## src/core/sba_cfg.svh

```systemverilog
// Constants for the shared bus arbitration and host port block.
`ifndef SBA_CFG_SVH
`define SBA_CFG_SVH
`define SBA_NUM_PROC 6
`define SBA_ID_W 3
`define SBA_ID_SINGLE 3'h0
`define SBA_DMA_CH1 4'h7
`define SBA_DMA_CH2 4'h8
`define SBA_LAST_INIT 3'h6
`endif

```

## src/core/sba_pkg.sv

```systemverilog
// Types shared by both ends of the shared bus arbitration block.
package sba_pkg;
  typedef enum logic [1:0] {
    SBA_IDLE,
    SBA_MASTER,
    SBA_HOST,
    SBA_SLAVE
  } sba_own_type;
endpackage : sba_pkg

```

## src/core/sba_if.sv

```systemverilog
// Interface joining the processor end and the system (host and peers) end.
`timescale 1ns/1ps
interface sba_if;
  logic host_bus_request_n;
  logic chip_select_n;
  logic host_bus_grant_n;
  logic host_bus_grant_oe_n;
  logic host_ready_out;
  logic host_ready_oe_n;
  logic suspend_bus_tristate_n;
  logic rotating_priority_sel;
  logic [2:0] processor_identity;
  logic [5:0] peer_bus_request_n;
  logic own_bus_request_n;
  logic own_bus_request_oe_n;
  logic ack_from_ext;
  logic ack_to_ext;
  logic ack_oe_n;
  logic core_priority_in_n;
  logic core_priority_access_n;
  logic core_priority_oe_n;
  logic [1:0] ext_dma_request_n;
  logic [1:0] ext_dma_grant_n;
  logic bus_oe_n;
  modport proc (
    input host_bus_request_n, chip_select_n, suspend_bus_tristate_n, rotating_priority_sel,
    input processor_identity, peer_bus_request_n, ack_from_ext, core_priority_in_n, ext_dma_request_n,
    output host_bus_grant_n, host_bus_grant_oe_n, host_ready_out, host_ready_oe_n,
    output own_bus_request_n, own_bus_request_oe_n, ack_to_ext, ack_oe_n,
    output core_priority_access_n, core_priority_oe_n, ext_dma_grant_n, bus_oe_n
  );
  modport sys (
    output host_bus_request_n, chip_select_n, suspend_bus_tristate_n, rotating_priority_sel,
    output processor_identity, peer_bus_request_n, ack_from_ext, core_priority_in_n, ext_dma_request_n,
    input host_bus_grant_n, host_bus_grant_oe_n, host_ready_out, host_ready_oe_n,
    input own_bus_request_n, own_bus_request_oe_n, ack_to_ext, ack_oe_n,
    input core_priority_access_n, core_priority_oe_n, ext_dma_grant_n, bus_oe_n
  );
endinterface : sba_if

```

## src/core/sba_sync.sv

```systemverilog
// Two flip-flop synchroniser for a group of asynchronous levels.
`timescale 1ns/1ps
module sba_sync #(
  parameter int WIDTH = 1,
  parameter logic [WIDTH-1:0] INIT = '1
) (
  input wire logic clock_i,
  input wire logic rst_n_i,
  input wire logic [WIDTH-1:0] async_i,
  output logic [WIDTH-1:0] sync_o
);
  logic [WIDTH-1:0] meta_reg;
  logic [WIDTH-1:0] sync_reg;

  // First stage feeds only the second stage.
  always_ff @(posedge clock_i or negedge rst_n_i) begin
    if (!rst_n_i) begin
      meta_reg <= INIT;
      sync_reg <= INIT;
    end else begin
      meta_reg <= async_i;
      sync_reg <= meta_reg;
    end
  end

  assign sync_o = sync_reg;
endmodule : sba_sync

```

## src/core/sba_proc.sv

```systemverilog
// Processor end: distributed arbitration, host port, wait states and DMA handshake.
`timescale 1ns/1ps
`include "sba_cfg.svh"
module sba_proc (
  input wire logic clock_i,
  input wire logic rst_n_i,
  sba_if.proc bus,
  input wire logic access_req_i,
  input wire logic lock_i,
  input wire logic slave_access_i,
  input wire logic slave_wait_i,
  input wire logic host_wait_i,
  input wire logic host_async_access_i,
  input wire logic ready_active_drive_sel_i,
  input wire logic core_priority_req_i,
  input wire logic [1:0] dma_grant_req_i,
  output logic access_done_o,
  output logic bus_master_o,
  output sba_pkg::sba_own_type own_state_o,
  output logic [1:0] dma_request_o,
  output logic core_priority_seen_o
);
  import sba_pkg::*;

  // Fixed priority starts after line six, so line one is looked at first.
  localparam logic [2:0] LAST_INIT = `SBA_LAST_INIT;

  // Picks the winning request line after a start position; returns zero when none.
  function automatic logic [2:0] pick_winner(input logic [5:0] req, input logic [2:0] start);
    logic [2:0] win;
    logic [2:0] idx;
    win = 3'h0;
    for (int k = 5; k >= 0; k--) begin
      idx = 3'((int'(start) + k) % 6 + 1);
      if (req[idx - 3'h1]) begin
        win = idx;
      end
    end
    return win;
  endfunction : pick_winner

  logic hbr_n_s;
  logic cs_n_s;
  logic suspend_bus_tristate_n_n_s;
  logic cpa_n_s;
  logic [1:0] dmar_n_s;
  logic [5:0] req_vec;
  logic [2:0] winner;
  logic [2:0] start_pos;
  logic single;

  sba_sync #(.WIDTH(4), .INIT(4'hF)) u_sync_host (
    .clock_i(clock_i),
    .rst_n_i(rst_n_i),
    .async_i({bus.host_bus_request_n, bus.chip_select_n, bus.core_priority_in_n, bus.suspend_bus_tristate_n}),
    .sync_o({hbr_n_s, cs_n_s, cpa_n_s, suspend_bus_tristate_n_n_s})
  );

  sba_sync #(.WIDTH(2), .INIT(2'h3)) u_sync_dma (
    .clock_i(clock_i),
    .rst_n_i(rst_n_i),
    .async_i(bus.ext_dma_request_n),
    .sync_o(dmar_n_s)
  );

  sba_own_type own_reg, own_next;
  logic [2:0] last_reg, last_next;
  logic req_reg, req_next;
  logic ack_keep_reg, ack_keep_next;
  logic hbg_reg, hbg_next;
  logic ready_reg, ready_next;
  logic [1:0] dmag_reg, dmag_next;
  logic cpa_reg, cpa_next;
  logic done_reg, done_next;
  logic float_reg, float_next;

  assign single = (bus.processor_identity == `SBA_ID_SINGLE);

  // Active request vector, including our own pending request at our own slot.
  always_comb begin
    req_vec = ~bus.peer_bus_request_n;
    if (!single && req_reg) begin
      req_vec[bus.processor_identity - 3'h1] = 1'b1;
    end
  end

  assign start_pos = bus.rotating_priority_sel ? last_reg : LAST_INIT;
  assign winner = pick_winner(req_vec, start_pos);

  // Ownership state and handshake next values.
  always_comb begin
    own_next = own_reg;
    last_next = last_reg;
    req_next = access_req_i | lock_i;
    hbg_next = 1'b1;
    done_next = 1'b0;
    cpa_next = 1'b1;
    float_next = 1'b1;
    ack_keep_next = bus.ack_from_ext;
    ready_next = ~(host_wait_i & host_async_access_i);
    // grants for channels seven and eight
    dmag_next = ~(dma_grant_req_i & ~dmar_n_s);
    case (own_reg)
      SBA_IDLE, SBA_SLAVE: begin
        if (!hbr_n_s) begin
          own_next = SBA_HOST;
        end else if (single ? req_reg : (winner == bus.processor_identity)) begin
          own_next = SBA_MASTER;
          last_next = single ? last_reg : winner;
        end else begin
          own_next = (winner != 3'h0) ? SBA_SLAVE : SBA_IDLE;
          last_next = (winner != 3'h0) ? winner : last_reg;
        end
        cpa_next = ~(core_priority_req_i && own_reg == SBA_SLAVE);
      end
      SBA_MASTER: begin
        if (lock_i) begin
          own_next = SBA_MASTER;
        end else if (!hbr_n_s) begin
          own_next = SBA_HOST;
        end else if (!req_reg) begin
          own_next = SBA_IDLE;
        end
        float_next = ~suspend_bus_tristate_n_n_s;
        done_next = access_req_i & ack_keep_reg & suspend_bus_tristate_n_n_s & ~done_reg;
      end
      SBA_HOST: begin
        hbg_next = hbr_n_s;
        if (hbr_n_s) begin
          own_next = SBA_IDLE;
        end
      end
      default: begin
        own_next = SBA_IDLE;
      end
    endcase
  end

  // Registers all ownership and handshake state.
  always_ff @(posedge clock_i or negedge rst_n_i) begin
    if (!rst_n_i) begin
      own_reg <= SBA_IDLE;
      last_reg <= LAST_INIT;
      req_reg <= 1'b0;
      ack_keep_reg <= 1'b1;
      hbg_reg <= 1'b1;
      ready_reg <= 1'b1;
      dmag_reg <= 2'h3;
      cpa_reg <= 1'b1;
      done_reg <= 1'b0;
      float_reg <= 1'b1;
    end else begin
      own_reg <= own_next;
      last_reg <= last_next;
      req_reg <= req_next;
      ack_keep_reg <= ack_keep_next;
      hbg_reg <= hbg_next;
      ready_reg <= ready_next;
      dmag_reg <= dmag_next;
      cpa_reg <= cpa_next;
      done_reg <= done_next;
      float_reg <= float_next;
    end
  end

  // Pin values and enables toward the shared bus.
  // drive only own line
  assign bus.own_bus_request_n = ~req_reg;
  assign bus.own_bus_request_oe_n = single;
  assign bus.bus_oe_n = (own_reg != SBA_MASTER) | float_reg;
  assign bus.host_bus_grant_n = hbg_reg;
  assign bus.host_bus_grant_oe_n = (own_reg != SBA_HOST);
  // ready only with select and request
  assign bus.host_ready_out = ready_reg;
  assign bus.host_ready_oe_n = cs_n_s | hbr_n_s | (ready_reg & ~ready_active_drive_sel_i);
  assign bus.ack_to_ext = 1'b0;
  assign bus.ack_oe_n = ~(slave_access_i & slave_wait_i);
  assign bus.core_priority_access_n = 1'b0;
  assign bus.core_priority_oe_n = cpa_reg;
  assign bus.ext_dma_grant_n = dmag_reg;

  // Status mirrored back to the core side.
  assign access_done_o = done_reg;
  assign bus_master_o = (own_reg == SBA_MASTER);
  assign own_state_o = own_reg;
  assign dma_request_o = ~dmar_n_s;
  assign core_priority_seen_o = ~cpa_n_s;
endmodule : sba_proc

```

## src/flat_wrapper.sv

```systemverilog
// flat-port wrapper written by rule: the top's interface ports become plain ports
module sba_proc_flat import sba_pkg::*;
  (clock_i, rst_n_i, access_req_i, lock_i, slave_access_i, slave_wait_i, host_wait_i, host_async_access_i, ready_active_drive_sel_i, core_priority_req_i, dma_grant_req_i, access_done_o, bus_master_o, own_state_o, dma_request_o, core_priority_seen_o, bus_host_bus_request_n, bus_chip_select_n, bus_suspend_bus_tristate_n, bus_rotating_priority_sel, bus_processor_identity, bus_peer_bus_request_n, bus_ack_from_ext, bus_core_priority_in_n, bus_ext_dma_request_n, bus_host_bus_grant_n, bus_host_bus_grant_oe_n, bus_host_ready_out, bus_host_ready_oe_n, bus_own_bus_request_n, bus_own_bus_request_oe_n, bus_ack_to_ext, bus_ack_oe_n, bus_core_priority_access_n, bus_core_priority_oe_n, bus_ext_dma_grant_n, bus_bus_oe_n);
  sba_if bus_i ();
  input wire logic clock_i;
  input wire logic rst_n_i;
  input wire logic access_req_i;
  input wire logic lock_i;
  input wire logic slave_access_i;
  input wire logic slave_wait_i;
  input wire logic host_wait_i;
  input wire logic host_async_access_i;
  input wire logic ready_active_drive_sel_i;
  input wire logic core_priority_req_i;
  input wire logic [1:0] dma_grant_req_i;
  output logic access_done_o;
  output logic bus_master_o;
  output sba_pkg::sba_own_type own_state_o;
  output logic [1:0] dma_request_o;
  output logic core_priority_seen_o;
  input wire logic [$bits(bus_i.host_bus_request_n)-1:0] bus_host_bus_request_n;
  input wire logic [$bits(bus_i.chip_select_n)-1:0] bus_chip_select_n;
  input wire logic [$bits(bus_i.suspend_bus_tristate_n)-1:0] bus_suspend_bus_tristate_n;
  input wire logic [$bits(bus_i.rotating_priority_sel)-1:0] bus_rotating_priority_sel;
  input wire logic [$bits(bus_i.processor_identity)-1:0] bus_processor_identity;
  input wire logic [$bits(bus_i.peer_bus_request_n)-1:0] bus_peer_bus_request_n;
  input wire logic [$bits(bus_i.ack_from_ext)-1:0] bus_ack_from_ext;
  input wire logic [$bits(bus_i.core_priority_in_n)-1:0] bus_core_priority_in_n;
  input wire logic [$bits(bus_i.ext_dma_request_n)-1:0] bus_ext_dma_request_n;
  output wire logic [$bits(bus_i.host_bus_grant_n)-1:0] bus_host_bus_grant_n;
  output wire logic [$bits(bus_i.host_bus_grant_oe_n)-1:0] bus_host_bus_grant_oe_n;
  output wire logic [$bits(bus_i.host_ready_out)-1:0] bus_host_ready_out;
  output wire logic [$bits(bus_i.host_ready_oe_n)-1:0] bus_host_ready_oe_n;
  output wire logic [$bits(bus_i.own_bus_request_n)-1:0] bus_own_bus_request_n;
  output wire logic [$bits(bus_i.own_bus_request_oe_n)-1:0] bus_own_bus_request_oe_n;
  output wire logic [$bits(bus_i.ack_to_ext)-1:0] bus_ack_to_ext;
  output wire logic [$bits(bus_i.ack_oe_n)-1:0] bus_ack_oe_n;
  output wire logic [$bits(bus_i.core_priority_access_n)-1:0] bus_core_priority_access_n;
  output wire logic [$bits(bus_i.core_priority_oe_n)-1:0] bus_core_priority_oe_n;
  output wire logic [$bits(bus_i.ext_dma_grant_n)-1:0] bus_ext_dma_grant_n;
  output wire logic [$bits(bus_i.bus_oe_n)-1:0] bus_bus_oe_n;
  assign bus_i.host_bus_request_n = bus_host_bus_request_n;
  assign bus_i.chip_select_n = bus_chip_select_n;
  assign bus_i.suspend_bus_tristate_n = bus_suspend_bus_tristate_n;
  assign bus_i.rotating_priority_sel = bus_rotating_priority_sel;
  assign bus_i.processor_identity = bus_processor_identity;
  assign bus_i.peer_bus_request_n = bus_peer_bus_request_n;
  assign bus_i.ack_from_ext = bus_ack_from_ext;
  assign bus_i.core_priority_in_n = bus_core_priority_in_n;
  assign bus_i.ext_dma_request_n = bus_ext_dma_request_n;
  assign bus_host_bus_grant_n = bus_i.host_bus_grant_n;
  assign bus_host_bus_grant_oe_n = bus_i.host_bus_grant_oe_n;
  assign bus_host_ready_out = bus_i.host_ready_out;
  assign bus_host_ready_oe_n = bus_i.host_ready_oe_n;
  assign bus_own_bus_request_n = bus_i.own_bus_request_n;
  assign bus_own_bus_request_oe_n = bus_i.own_bus_request_oe_n;
  assign bus_ack_to_ext = bus_i.ack_to_ext;
  assign bus_ack_oe_n = bus_i.ack_oe_n;
  assign bus_core_priority_access_n = bus_i.core_priority_access_n;
  assign bus_core_priority_oe_n = bus_i.core_priority_oe_n;
  assign bus_ext_dma_grant_n = bus_i.ext_dma_grant_n;
  assign bus_bus_oe_n = bus_i.bus_oe_n;
  sba_proc u_core (.clock_i(clock_i), .rst_n_i(rst_n_i), .bus(bus_i), .access_req_i(access_req_i), .lock_i(lock_i), .slave_access_i(slave_access_i), .slave_wait_i(slave_wait_i), .host_wait_i(host_wait_i), .host_async_access_i(host_async_access_i), .ready_active_drive_sel_i(ready_active_drive_sel_i), .core_priority_req_i(core_priority_req_i), .dma_grant_req_i(dma_grant_req_i), .access_done_o(access_done_o), .bus_master_o(bus_master_o), .own_state_o(own_state_o), .dma_request_o(dma_request_o), .core_priority_seen_o(core_priority_seen_o));
endmodule
```

## config.mk

```make
export PLATFORM = sky130hd
export DESIGN_NAME = sba_proc_flat
export DESIGN_NICKNAME = d
export VERILOG_FILES = /design/src/core/sba_pkg.sv /design/src/core/sba_if.sv /design/src/core/sba_sync.sv /design/src/core/sba_proc.sv /design/src/flat_wrapper.sv
export VERILOG_INCLUDE_DIRS = /design/src /design/src/core
export SDC_FILE = /design/constraint.sdc
export NUM_CORES = 1
export LEC_CHECK = 0
export BUFFER_PORTS_ARGS = -buffer_cell sky130_fd_sc_hd__buf_2
export CORE_MARGIN = 1.5
export CORE_UTILIZATION = 60
export CTS_CLUSTER_DIAMETER = 60
export CTS_CLUSTER_SIZE = 28
export DETAILED_ROUTE_END_ITERATION = 8
export PLACE_DENSITY = 0.85
export SLEW_MARGIN = 15
export SYNTH_ARGS = -nofsm -noshare
export SYNTH_HDL_FRONTEND = slang
export SYNTH_SLANG_ARGS = --single-unit
```

## constraint.sdc

```tcl
create_clock -name clock_i -period 9.35 [get_ports clock_i]
set_input_delay 0.935 -clock clock_i [delete_from_list [all_inputs] [get_ports clock_i]]
set_output_delay 0.935 -clock clock_i [all_outputs]
set_load 0.1 [all_outputs]
```

==> results.cfg <==
[run_status]
outcome = complete, no violations

[sta]
maxSlewHeadroom_pct = 53.8
fin_skew_ps = 1.10
finalHoldViolations = 0
slew_violations = 0
setup_ws_ps = 2900
rsz0062_at_grt = no
setup_viol = 0
min_period_over_period_pct = 69.0
fin_crit_ps = 6450
max_freq_mhz = 155
tightest_slew_ps = 692
setup_tns_ps = 0

[worst_hold_path]
worst_hold_path_type = flop to flop
hold_depth = 0
min_to = u_core.u_sync_host.sync_o[3]
hold_path_startpoint = u_core.u_sync_host.meta_reg[3]

[worst_setup_path]
r2r_slack_ps = 3130
crit_required_ps = 9480
crit_path_start_kind = primary input
crit_type = primary input to flop
critPathMaxFanout = 20
cp_slowest_cell = inv_1
worstReg2RegEnd = u_core.own_state_o[0]
endpoint_kind = flop
path_cells = buf_2 > nand2_1 > inv_1 > ha_1 > xnor2_1 > inv_1 > ha_1 > nand2b_1 > nor3_1 > a21oi_1 > o22ai_1 > nand2_1 > nand2_1 > ha_1 > a21bo_2 > a221oi_1 > nor4_1 > or3_1 > a21oi_1 > o211ai_1 > o211ai_2 > mux2_1 > a311oi_1 > o311ai_1
r2r_start = u_core.last_reg[0]
arrival_ps = 6580
ff2ff_path_depth = 23
slowest_delay_ps = 510

[global_routing]
grt_pass1_wl_microns = 11100
overflow = 0
grt.total_usage_pct = 27.8
grt_max_degree = 27
grt_pass1_vias = 2328
antenna_found_initial = 0

[clocking]
cts_resized = 0
cts_setup_buffers = 0
clk_latency_ps = 270
cts_num_sinks = 26
cts_root_buf = clkbuf_8
cts_tree = built
clk_pin_slew_ps = 80
cts_buffers = 3
cts_max_path_buffers = 2
htreeDepth = 1
ctsHoldBuffers = 0

[final_layout]
syn_to_final_growth_pct = 10.4
final_nets = 397
drive_above_1_share_pct = 25.9
design_area_sq_mm = 0.00297
n_antenna_cell = 0
utilization_pct = 68.6

[placement]
dpl-instance-area_sq_mm = 0.00290
pre_cts_slack_ps = 2680
dp_hpwl_microns = 5160
io_buffers = 46
gp_congestion = 0.967

[floorplan]
core-area_sq_mm = 0.00432
die_w_microns = 69.9
initial_core_util_pct = 62.1
fp.dieH_microns = 69.9
num_io_pins = 49
dieArea_sq_mm = 0.00489
rows = 24

[power]
ir_drop_v = 0.000338
leakagePower_nw = 1.33
finalPower_w = 0.00117
pwr_density_cell_mw_per_mm2 = 395

[yosys]
synth-seq-cells = 26
synth.distinct_cells = 72
avgSynthCellArea_sq_um = 8.77
synth_ff_type = dfstp_2
yosysSeqAreaShare_pct = 25.2
synth-edff-count = 0
netlist_instances = 306
postSynth.asyncResetShare_pct = 100
ys_warn_count = 0
syn_area_sq_mm = 0.00269

[routing]
drt_wl_total_microns = 6620
dr.pass1.iters = 5
via_count = 2568
viasPerCell = 6.48
wire_per_inst_microns = 16.7
drt_iter0_markers = 271
ant_nets = 0
drc = 0

[flow_run]
drv_cap = 0
[worst max-delay path by stage]
| stage | from | end | slack, ps | cells past startpoint |
|---|---|---|---|---|
| floorplan | bus_rotating_priority_sel | u_core.last_reg[1] | 3750 | 25 |
| global placement | bus_rotating_priority_sel | u_core.last_reg[1] | 2910 | 24 |
| detailed placement | bus_rotating_priority_sel | u_core.own_state_o[0] | 2680 | 24 |
| CTS | bus_rotating_priority_sel | u_core.own_state_o[0] | 2960 | 24 |
| global route | bus_rotating_priority_sel | u_core.own_state_o[0] | 2360 | 24 |
| finish | bus_rotating_priority_sel | u_core.own_state_o[0] | 2900 | 24 |
[routing by layer]
layer,routed length [microns],track usage (%),vias to the layer above
li1,-,-,1230
met3,365,1.30,14
met2,3100,44.3,100
met4,150,10.0,0
met1,3000,40.2,1224
met5,0,0,-
[metrics by stage]
step	std cells	hold WS, ps
final	396	359
after floorplan	307	345
after CTS	396	359
after global placement	392	345
after global routing	396	364
after detailed placement	392	347
[worst max-delay path: cells and delay by family]
kind	cells	cell delay (ps)
adder cells (fa/ha/maj)	3	1130
XOR/XNOR	1	490
AND/OR/NAND/NOR	7	1290
buffers and inverters	3	790
multiplexers	1	380
AO/OA/AOI/OAI	9	1560
[cell type report]
cell class                      instances  area (sq um)
Multi-Input combinational cell        243          1830
Fill cell                             359          1360
Sequential cell                        26           677
Timing Repair Buffer                   46           230
Inverter                               25          93.8
Clock buffer                            4          66.3
Tap cell                               52          65.1
[cells in the mapped netlist (3+ instances only)]
cell,n,area share (%)
a211oi_1,4,1.1
a21boi_1,4,1.1
a21o_1,4,1.1
a21oi_1,17,3.2
a221oi_1,9,2.9
a22o_1,4,1.3
a22oi_1,4,1.1
a31oi_1,11,2.6
and2_1,4,0.93
and3_1,3,0.70
clkbuf_1,4,0.56
dfrtp_1,5,4.7
dfstp_2,21,21
ha_1,23,11
inv_1,24,3.4
mux2i_1,4,1.5
mux4_2,3,2.5
nand2_1,23,3.2
nand2b_1,9,2.1
nand3_1,9,1.7
nand3b_1,5,1.4
nor2_1,10,1.4
nor2b_1,5,1.2
nor3_1,4,0.75
nor4_1,3,0.70
o211ai_1,3,0.84
o21ai_0,10,1.9
o41ai_1,3,0.98
or3_1,7,1.6
xnor2_1,12,3.9
[layout by cell type, fill, tap and decap left out, types with 4 or more instances in the layout]
cell      instances
nor3_1            4
a31oi_1          11
nand3b_1          5
xnor2_1          12
mux2i_1           4
dfstp_2          21
buf_2            46
nor2_1           10
or3_1             7
and2_1            4
a21boi_1          4
ha_1             23
nand2b_1          9
a22oi_1           4
a22o_1            4
nor2b_1           5
inv_1            24
a221oi_1          9
dfrtp_1           5
a21oi_1          17
a211oi_1          4
nand2_1          23
nand3_1           9
o21ai_0          10
a21o_1            4
[power breakdown]
part	switching, W	internal (W)	leakage (nW)
Sequential	0.0000212	0.000139	0.282
Combinational	0.000574	0.000357	1.01
Clock	0.0000334	0.0000465	0.0339
[cell families after synthesis]
group / count (synthesis) / share of synthesized area, %
AOI/OAI and AO/OA: 105 / 29.5
xor gates and xnor gates: 12 / 3.91
adders and majority gates: 23 / 10.7
buffers and inverters: 38 / 6.66
DFF: 26 / 25.2
muxes: 8 / 4.43
other: 1 / 0.140
and+or+nand+nor: 93 / 19.4
No activity file was read; power rests on OpenSTA's default activity.
